File: config.mk
export PLATFORM = sky130hd
export DESIGN_NAME = rsc_top
export DESIGN_NICKNAME = d
export VERILOG_FILES = /design/src/verilog/rsc_pkg.sv /design/src/verilog/rsc_cause_latch.sv /design/src/verilog/rsc_hold_timer.sv /design/src/verilog/rsc_top.sv
export SDC_FILE = /design/constraint.sdc
export NUM_CORES = 1
export LEC_CHECK = 0
export BUFFER_PORTS_ARGS = -buffer_cell sky130_fd_sc_hd__buf_2
export CAP_MARGIN = 20
export CORE_ASPECT_RATIO = 1.2
export CORE_MARGIN = 2
export CORE_UTILIZATION = 54
export CTS_BUF_LIST = sky130_fd_sc_hd__clkbuf_8
export DETAILED_ROUTE_END_ITERATION = 10
export PLACE_DENSITY = 0.91
export SETUP_SLACK_MARGIN = 0.3
export SLEW_MARGIN = 15
export SYNTH_ARGS = -nofsm -noshare
export SYNTH_HDL_FRONTEND = slang
export SYNTH_SLANG_ARGS = --single-unit
File: constraint.sdc
create_clock -name MCLK -period 1.8 [get_ports MCLK]
set_input_delay 0 -clock MCLK [delete_from_list [all_inputs] [get_ports MCLK]]
set_output_delay 0 -clock MCLK [all_outputs]
set_load 0.05 [all_outputs]
File: src/verilog/rsc_pkg.sv
// reset_source_control package: register map, cause bit layout, timing constants
// assumes a single 25 MHz system clock and a byte-wide register port
// Behaviour
// RQ1: flash error reset sets bit 6
// RQ2: bit 5 write enables low-active comparator reset
// RQ3: bit 5 reads one after comparator reset
// RQ4: writing one to bit 4 forces reset
// RQ5: bit 4 reads one after software reset
// RQ6: watchdog overflow reset sets bit 3
// RQ7: bit 2 write enables missing-clock reset
// RQ8: bit 2 reads one after missing-clock reset
// RQ9: bit 1 write enables supply monitor reset
// RQ10: software enables bit 1 only once settled
// RQ11: power or supply reset sets bit 1
// RQ12: external pin reset sets bit 0
// RQ13: software writes whole bytes, never read-modify-write
// RQ14: read-only and unused bit writes ignored
package rsc_pkg;
	// register port
	localparam int ADDR_W = 4;
	localparam logic [ADDR_W-1:0] OFS_CAUSE_EN = 4'h0;
	localparam int DATA_W = 8;

	// bit positions in reset_cause_and_enable
	localparam int BIT_UNUSED = 7;
	localparam int BIT_FLASH = 6;
	localparam int BIT_CMP = 5;
	localparam int BIT_SW = 4;
	localparam int BIT_WDT = 3;
	localparam int BIT_MCD = 2;
	localparam int BIT_PWR = 1;
	localparam int BIT_PIN = 0;
	localparam int NCAUSE = 7;

	// flag value after power-on: only the power flag stands
	localparam logic [NCAUSE-1:0] FLAGS_POR = 7'h02;
	localparam logic [DATA_W-1:0] RDATA_RST = 8'h00;

	// system reset hold time after a trigger
	localparam int CLK_PERIOD_NS = 40;
	localparam int HOLD_NS = 400;
	localparam int HOLD_CYC = (HOLD_NS + CLK_PERIOD_NS - 1) / CLK_PERIOD_NS;
	localparam int HOLD_W = 8;

	// sequencer states, one-hot
	typedef enum logic [1:0] {
		ST_RUN = 2'b01,
		ST_HOLD = 2'b10
	} rsc_state_t;
endpackage : rsc_pkg

File: src/verilog/rsc_cause_latch.sv
// rsc_cause_latch: holds the reset-cause flags across system resets
// assumes only the power-on reset clears it; capture is a one-cycle pulse
`timescale 1ns/1ps
module rsc_cause_latch #(
	parameter int W = 7
) (
	// clock and power-on reset
	input wire logic clk,
	input wire logic rst_n,
	// capture of a new cause vector
	input wire logic capture,
	input wire logic [W-1:0] causes,
	// latched flags
	output logic [W-1:0] flags
);
	logic [W-1:0] flags_d;
	logic [W-1:0] flags_q;

	// a new reset replaces the old cause completely, so there is no clear path
	always_comb begin
		flags_d = flags_q;
		if (capture) begin
			flags_d = causes;
		end
	end

	// power-on leaves only the power flag set
	always_ff @(posedge clk) begin
		if (!rst_n) begin
			flags_q <= rsc_pkg::FLAGS_POR;
		end else begin
			flags_q <= flags_d;
		end
	end

	assign flags = flags_q;
endmodule : rsc_cause_latch

File: src/verilog/rsc_hold_timer.sv
// rsc_hold_timer: counts the length of the system reset pulse
// assumes start arrives only while idle; extend keeps the count at its top
`timescale 1ns/1ps
module rsc_hold_timer #(
	parameter int CNT_W = 8,
	parameter int HOLD = 10
) (
	// clock and reset
	input wire logic clk,
	input wire logic rst_n,
	// control
	input wire logic start,
	input wire logic extend,
	// status
	output logic busy,
	output logic done
);
	logic [CNT_W-1:0] cnt_d;
	logic [CNT_W-1:0] cnt_q;

	// load on start, reload while extended, count down otherwise
	always_comb begin
		cnt_d = cnt_q;
		if (start || (extend && cnt_q != '0)) begin
			cnt_d = CNT_W'(HOLD);
		end else if (cnt_q != '0) begin
			cnt_d = cnt_q - 1'b1;
		end
	end

	// power-on preloads a full hold so the sequencer leaves its reset state by itself
	always_ff @(posedge clk) begin
		if (!rst_n) begin
			cnt_q <= CNT_W'(HOLD);
		end else begin
			cnt_q <= cnt_d;
		end
	end

	assign busy = (cnt_q != '0);
	// last cycle of the hold, unless still extended
	assign done = (cnt_q == {{(CNT_W-1){1'b0}}, 1'b1}) && !extend;
endmodule : rsc_hold_timer

File: src/verilog/rsc_top.sv
// rsc_top: reset-source register, reset sequencer and cause recording
// assumes RSTN is the power-on reset and all source inputs are synchronous
// to MCLK; SYS_RST_N drives the reset of the rest of the device
`timescale 1ns/1ps
module rsc_top #(
	parameter int HOLD_CYCLES = rsc_pkg::HOLD_CYC
) (
	// clock and power-on reset
	input wire logic MCLK,
	input wire logic RSTN,
	// register port
	input wire logic [rsc_pkg::ADDR_W-1:0] ADDR,
	input wire logic [rsc_pkg::DATA_W-1:0] WDATA,
	input wire logic WR,
	input wire logic RD,
	output logic [rsc_pkg::DATA_W-1:0] RDATA,
	// reset sources
	input wire logic FLASH_ERR,
	input wire logic CMP_OUT,
	input wire logic WDT_OVF,
	input wire logic CLK_MISSING,
	input wire logic VDD_LOW,
	input wire logic PIN_RST_N,
	// system reset and source enables
	output logic SYS_RST_N,
	output logic CMP_RST_EN,
	output logic MCD_EN,
	output logic VDDMON_EN
);
	rsc_pkg::rsc_state_t state_d;
	rsc_pkg::rsc_state_t state_q;
	logic cmp_en_d;
	logic cmp_en_q;
	logic mcd_en_d;
	logic mcd_en_q;
	logic vdd_en_d;
	logic vdd_en_q;
	logic [rsc_pkg::DATA_W-1:0] rdata_d;
	logic [rsc_pkg::DATA_W-1:0] rdata_q;
	logic sys_rst_n_d;
	logic sys_rst_n_q;
	logic [rsc_pkg::NCAUSE-1:0] causes;
	logic [rsc_pkg::NCAUSE-1:0] flags;
	logic run;
	logic hit;
	logic wr_hit;
	logic sw_force;
	logic supply_rst;
	logic trigger;
	logic hold_busy;
	logic hold_done;

	// single register decode, reused by read and write paths
	function automatic logic reg_hit(input logic [rsc_pkg::ADDR_W-1:0] a);
		reg_hit = (a == rsc_pkg::OFS_CAUSE_EN);
	endfunction : reg_hit

	assign run = (state_q == rsc_pkg::ST_RUN);
	assign hit = reg_hit(ADDR);
	// writes are ignored while the device is held in reset
	assign wr_hit = WR && hit && run;
	assign sw_force = wr_hit && WDATA[rsc_pkg::BIT_SW]; // RQ4

	// supply reset dominates; with it the other causes carry no meaning
	assign supply_rst = vdd_en_q && VDD_LOW; // RQ9

	// cause vector seen this cycle
	always_comb begin
		causes = '0;
		if (supply_rst) begin
			causes[rsc_pkg::BIT_PWR] = 1'b1; // RQ11
		end else begin
			causes[rsc_pkg::BIT_FLASH] = FLASH_ERR; // RQ1
			causes[rsc_pkg::BIT_CMP] = cmp_en_q && !CMP_OUT; // RQ2 RQ3
			causes[rsc_pkg::BIT_SW] = sw_force; // RQ5
			causes[rsc_pkg::BIT_WDT] = WDT_OVF; // RQ6
			causes[rsc_pkg::BIT_MCD] = mcd_en_q && CLK_MISSING; // RQ7 RQ8
			causes[rsc_pkg::BIT_PIN] = !PIN_RST_N; // RQ12
		end
	end

	// only a running device can be reset anew; in hold the cause is frozen
	assign trigger = run && (causes != '0);

	// cause flags survive system resets, only power-on clears them
	rsc_cause_latch #(
		.W(rsc_pkg::NCAUSE)
	) u_latch (
		.clk(MCLK),
		.rst_n(RSTN),
		.capture(trigger),
		.causes(causes),
		.flags(flags)
	);

	// a held pin or low supply keeps the device in reset until released
	rsc_hold_timer #(
		.CNT_W(rsc_pkg::HOLD_W),
		.HOLD(HOLD_CYCLES)
	) u_hold (
		.clk(MCLK),
		.rst_n(RSTN),
		.start(trigger),
		.extend(!PIN_RST_N || supply_rst),
		.busy(hold_busy),
		.done(hold_done)
	);

	// sequencer: run until a trigger, then hold the system in reset
	always_comb begin
		state_d = state_q;
		case (state_q)
			rsc_pkg::ST_RUN: begin
				if (trigger) begin
					state_d = rsc_pkg::ST_HOLD;
				end
			end
			rsc_pkg::ST_HOLD: begin
				if (hold_done) begin
					state_d = rsc_pkg::ST_RUN;
				end
			end
			default: begin
				state_d = rsc_pkg::ST_HOLD;
			end
		endcase
	end

	// system reset low from the edge after the trigger until hold ends
	always_comb begin
		sys_rst_n_d = (state_d == rsc_pkg::ST_RUN);
	end

	// enables: a system reset returns comparator and clock detector to off,
	// the supply monitor enable stays so the device keeps its brown-out guard
	always_comb begin
		cmp_en_d = cmp_en_q;
		mcd_en_d = mcd_en_q;
		vdd_en_d = vdd_en_q;
		if (trigger) begin
			cmp_en_d = 1'b0;
			mcd_en_d = 1'b0;
		end else if (wr_hit) begin
			// whole-byte write; flash, watchdog, pin and top bits are dropped
			cmp_en_d = WDATA[rsc_pkg::BIT_CMP]; // RQ2 RQ14
			mcd_en_d = WDATA[rsc_pkg::BIT_MCD]; // RQ7 RQ13
			// software must not set this before the monitor has settled
			vdd_en_d = WDATA[rsc_pkg::BIT_PWR]; // RQ9 RQ10
		end
	end

	// read data: flags in low bits, unused top bit reads zero
	always_comb begin
		rdata_d = rsc_pkg::RDATA_RST;
		if (RD && hit) begin
			rdata_d = {1'b0, flags}; // RQ3 RQ5 RQ8 RQ14
		end
	end

	// one register stage for all state of this module
	always_ff @(posedge MCLK) begin
		if (!RSTN) begin
			state_q <= rsc_pkg::ST_HOLD;
			cmp_en_q <= 1'b0;
			mcd_en_q <= 1'b0;
			vdd_en_q <= 1'b0;
			rdata_q <= rsc_pkg::RDATA_RST;
			sys_rst_n_q <= 1'b0;
		end else begin
			state_q <= state_d;
			cmp_en_q <= cmp_en_d;
			mcd_en_q <= mcd_en_d;
			vdd_en_q <= vdd_en_d;
			rdata_q <= rdata_d;
			sys_rst_n_q <= sys_rst_n_d;
		end
	end

	// the power-on hold ends when the preloaded timer runs out
	assign RDATA = rdata_q;
	assign SYS_RST_N = sys_rst_n_q;
	assign CMP_RST_EN = cmp_en_q;
	assign MCD_EN = mcd_en_q;
	assign VDDMON_EN = vdd_en_q;

	// flash error in a running device is recorded in bit 6
	a_flash_flag: assert property (@(posedge MCLK) disable iff (!RSTN) // RQ1
		run && FLASH_ERR && !supply_rst |=> flags[rsc_pkg::BIT_FLASH] && !SYS_RST_N)
		else $error("flash error not recorded");

	// a written comparator enable arms the comparator source
	a_cmp_enable: assert property (@(posedge MCLK) disable iff (!RSTN) // RQ2
		wr_hit && WDATA[5] && !trigger |=> CMP_RST_EN)
		else $error("comparator enable not taken");

	// comparator low while armed resets and is read back as bit 5
	a_cmp_flag: assert property (@(posedge MCLK) disable iff (!RSTN) // RQ3
		run && cmp_en_q && !CMP_OUT && !supply_rst
		|=> flags[rsc_pkg::BIT_CMP] && !CMP_RST_EN)
		else $error("comparator reset not recorded");

	// software force holds system reset low for at least 8 cycles
	a_sw_force: assert property (@(posedge MCLK) disable iff (!RSTN) // RQ4
		sw_force |=> !SYS_RST_N [*8])
		else $error("software reset not forced");

	// after a forced reset, a read returns bit 4 set
	a_sw_readback: assert property (@(posedge MCLK) disable iff (!RSTN) // RQ5
		sw_force && !supply_rst ##1 (RD && hit) |=> RDATA[4])
		else $error("software flag not read back");

	// watchdog overflow recorded in bit 3
	a_wdt_flag: assert property (@(posedge MCLK) disable iff (!RSTN) // RQ6
		run && WDT_OVF && !supply_rst |=> flags[rsc_pkg::BIT_WDT])
		else $error("watchdog reset not recorded");

	// missing clock ignored unless enabled
	a_mcd_gate: assert property (@(posedge MCLK) disable iff (!RSTN) // RQ7
		run && CLK_MISSING && !mcd_en_q && (causes == '0) |=> SYS_RST_N)
		else $error("missing clock reset while disabled");

	// missing clock with enable recorded in bit 2
	a_mcd_flag: assert property (@(posedge MCLK) disable iff (!RSTN) // RQ8
		run && CLK_MISSING && mcd_en_q && !supply_rst
		|=> flags[rsc_pkg::BIT_MCD] && !MCD_EN)
		else $error("missing clock reset not recorded");

	// supply monitor survives a system reset once enabled
	a_vdd_keep: assert property (@(posedge MCLK) disable iff (!RSTN) // RQ9
		vdd_en_q && trigger |=> VDDMON_EN)
		else $error("supply monitor enable lost");

	// supply reset leaves only the power flag
	a_pwr_only: assert property (@(posedge MCLK) disable iff (!RSTN) // RQ11
		run && supply_rst |=> flags == rsc_pkg::FLAGS_POR)
		else $error("supply reset flags wrong");

	// pin low in a running device is recorded in bit 0 and holds reset
	a_pin_flag: assert property (@(posedge MCLK) disable iff (!RSTN) // RQ12
		run && !PIN_RST_N && !supply_rst |=> flags[0] && !SYS_RST_N)
		else $error("pin reset not recorded");

	// writes that start no reset leave the flags unchanged
	a_ro_bits: assert property (@(posedge MCLK) disable iff (!RSTN) // RQ14
		wr_hit && !trigger |=> $stable(flags))
		else $error("write changed read-only flags");

	// unused bit always reads zero
	a_unused_zero: assert property (@(posedge MCLK) disable iff (!RSTN) // RQ14
		RD && hit |=> !RDATA[7] && (RDATA[6:0] == $past(flags)))
		else $error("read data wrong");

	// hold ends within 300 cycles once sources are gone
	a_hold_end: assert property (@(posedge MCLK) disable iff (!RSTN) // RQ4
		!run && PIN_RST_N && !supply_rst && hold_busy ##1 (PIN_RST_N && !supply_rst) [*1]
		|-> ##[0:300] SYS_RST_N || !PIN_RST_N || supply_rst)
		else $error("system reset never released");
endmodule : rsc_top

==> summary.md <==
| Metric | Value |
|---|---|
| Status | `finished clean` |
| Critical-path maximum fanout | `8` |
| Clk_lat worst skew | `280 ps` |
| Final number of setup-violating endpoints | `0` |
| PwrDens | `between 700 and 800 nW/um^2` |
| Die W | `between 40 and 50 um` |
| Prevailing post-synth register cell | `dfxtp_1` |
| Hold WC Path Type | `in2reg` |
| Avg Vias per Cell | `just under 6` |
| #FFs+latches synth | `28` |
| CTS root buffer | `clkbuf_8` |
| Synthesized cell area | `approximately 1300 um^2` |
| CP arrival | `around 1700 ps` |
| Routed vias | `~1300` |
| IO Pins | `34` |
| Place WS | `about 170 ps` |
| CP Capture Type | `register` |
| Max-Cap Viols | `0` |
| Fillers | `around 150` |
| Setup crit start kind | `register` |
| Hold Path Depth | `3` |
| Worst hold start | `CLK_MISSING` |
| First-pass GRT wire length | `just over 6000 um` |
| Sequential Power Share | `a little over half` |
| R2r setup slk | `around 300 ps` |
| DR pass1 iterations | `4` |
| Worst VDD drop | `0.491 mV` |
| Synthesis Warnings | `0` |
| Hold endpoint | `u_latch.flags[2]` |
| Sink Count | `28` |
| Core area | `2310 um^2` |
| Area grow syn2layout | `32.8%` |
| DRT iter0 DRCs | `75` |
| Fin. Hold Viols | `0` |
| Layout cells sized above 1 | `40.0%` |
| Die height | `58.0 um` |
| RePlAce Congestion | `about 0.80` |
| Reg clk slew, reported paths | `roughly 90 ps` |
| Clock skew | `5.71 ps` |
| Worst r2r src | `state_q[1]` |
| ANT nets after route | `0` |
| Static Leak | `just over 0.7 nW` |
| Total grt overflow | `0` |
| Final Cycle Share | `a little over four fifths` |
| Post-DP HPWL | `approximately 2200 um` |
| Setup TNS | `0 ps` |
| Portion of total power attributed to the clock network | `roughly a third` |
| Largest net degree at the start of global routing | `20` |
| Final WS setup | `just under 300 ps` |
| WL final | `3780 um` |
| Row count | `19` |
| Die area | `around 2800 um^2` |
| # port buffers | `28` |
| Sw Ratio | `26.3%` |
| Total CTS buffers | `3` |
| Nets | `just over 200` |
| Post-synth cell types | `38` |
| H-Tree Depth | `1` |
| Critical Path RT | `1960 ps` |
| Sequential-to-total area share from yosys stat | `a little over two fifths` |
| Asr flop ratio synth | `0%` |
| Initial core utilization | `56.8%` |
| Internal | `just over 900 uW` |
| TritonCTS clock tree | `done` |
| Final Max Tran Viols | `0` |
| # DRC | `0` |
| CTS Buffer Depth | `2` |
| RSZ-0062 raised after global routing | `yes` |
| Post-synth EDFFs | `0` |
| Total GRT Usage | `28.0%` |
| Initial antenna violation count | `0` |
| Syn nets | `approximately 170` |
| Worst Reg2Reg Path Length in Cells | `7` |
| WL/cell | `around 18 um` |
| Crit Reg-Reg Endpoint | `MCD_EN` |
| Crit path launch | `state_q[1]` |
| Synth Instances | `139` |
| Highest Clock Rate | `0.665 GHz` |
| Kind of critical path | `reg2reg` |
| Mean Syn Cell Area | `9.42 um^2` |
| Net switching power of the design | `approximately 330 uW` |
| Vias in the first global route | `approximately 1300` |
| Tmin final | `approximately 1500 ps` |
| Antenna cell count | `0` |
| Comb pwr share | `between 15 and 20%` |
[through the flow]
stage / hold WS, ps / cells / utilization, % / cell area (um^2) / power (mW)
after floorplan: 128 / 139 / - / 1350 / 0.788
after global placement: 248 / 196 / 66.2 / 1530 / 0.825
after detailed placement: 252 / 196 / 66.2 / 1530 / 0.836
after CTS: 22.9 / 209 / 73.8 / 1700 / 1.22
after global routing: 40.7 / 211 / 75.4 / 1740 / 1.27
final: 17.6 / 211 / 75.4 / 1740 / 1.24
[synthesized netlist by cell type, drive strengths merged, types with 2 or more instances]
cell type,n,area [um^2]
ha,4,50.1
and4,2,17.5
nand3,6,30.0
a21boi,2,26.3
o21ai,4,20.0
nand3b,3,22.5
nand4,3,33.8
nand2,15,56.3
nor4,3,48.8
nor3,11,55.1
mux2i,7,70.1
dfxtp,28,561
a31oi,4,25.0
buf,2,18.8
xor2,4,35.0
a21oi,5,25.0
and2,9,57.6
nor2,3,11.3
a211oi,3,22.5
clkbuf,2,7.51
inv,7,26.3
[state kept, by name, indices dropped and copies added, names as in the netlist]
| name | cells |
|---|---|
| VDDMON_EN | 1 |
| u_hold.cnt_q | 8 |
| u_latch.flags | 7 |
| MCD_EN | 1 |
| CMP_RST_EN | 1 |
| SYS_RST_N | 1 |
| RDATA | 7 |
| state_q | 2 |
[power by group through the flow]
stage          Clock, mW  Sequential [mW]  Combinational [mW]
2_1_floorplan          0            0.663               0.125
3_3_place_gp           0            0.664               0.161
3_5_place_dp           0            0.664               0.171
4_1_cts            0.385            0.651               0.184
5_1_grt            0.403            0.655               0.215
6_report           0.392            0.654               0.195
[kinds of logic (layout without fill, tap and decap cells)]
group	after synthesis	after routing	share of synthesized area, %
muxes	7	7	5.35
and+or+nand+nor	61	61	28.7
AOI/OAI and AO/OA	22	22	11.7
buffers and inverters	11	52	4.01
other	1	1	0.286
adders and majority gates	4	4	3.82
xor gates and xnor gates	5	5	3.34
DFF	28	28	42.8
[metal layers]
metal	vias to the layer above	share of wire [%]	track usage (%)
li1	572	-	-
met1	590	39	31.0
met2	70	50	49.1
met3	23	5.1	4.38
met4	0	6.0	19.6
met5	-	0	0
[worst max-delay path by stage]
stage                     slack, ps               end
after floorplan                 300  u_latch.flags[4]
after global placement          270   u_hold.cnt_q[4]
after detailed placement        170   u_hold.cnt_q[4]
after CTS                       300   u_hold.cnt_q[4]
after global routing            240   u_hold.cnt_q[5]
final                           300            MCD_EN
[critical path, stage by stage (launching register included)]
cell and delay, ps:
dfxtp_2 350, inv_2 80, ha_4 130, and2_4 160
nand4_4 90, a21boi_4 220, bufbuf_16 300, nor3_1 60
[repair_timing]
action / in CTS / in global routing
setup buffers: 6 / 2
hold endpoints to repair: 2 / 0
hold buffers: 2 / 0
setup endpoints to repair: 18 / 12
pin swaps: 7 / 3
resized for setup: 10 / 5
gates cloned: 1 / 0
[layout by cell type, fill, tap and decap left out, types with 3 or more instances in the layout]
master | Yosys | final
a21oi_1 | 5 | 4
a31oi_1 | 4 | 4
and2_1 | 8 | 7
buf_2 | 0 | 28
buf_4 | 1 | 9
clkbuf_8 | 0 | 4
dfxtp_1 | 28 | 20
dfxtp_2 | 0 | 5
dfxtp_4 | 0 | 3
inv_1 | 7 | 4
inv_2 | 0 | 3
mux2i_1 | 7 | 7
nand2_1 | 15 | 14
nand3_1 | 6 | 6
nand3b_1 | 3 | 3
nor3_1 | 11 | 11
o21ai_0 | 4 | 4
xor2_1 | 4 | 4
[area by class of cell]
type	instances	area, um^2	share of cell area [%]
well taps	31	38.8	2.23
inverters	7	26.3	1.51
repair buffers	41	280	16.1
multi-input cells	100	761	43.7
flip-flops and latches	28	578	33.2
clock buffers	4	55.1	3.17
Power figures use the tool's default switching activity.
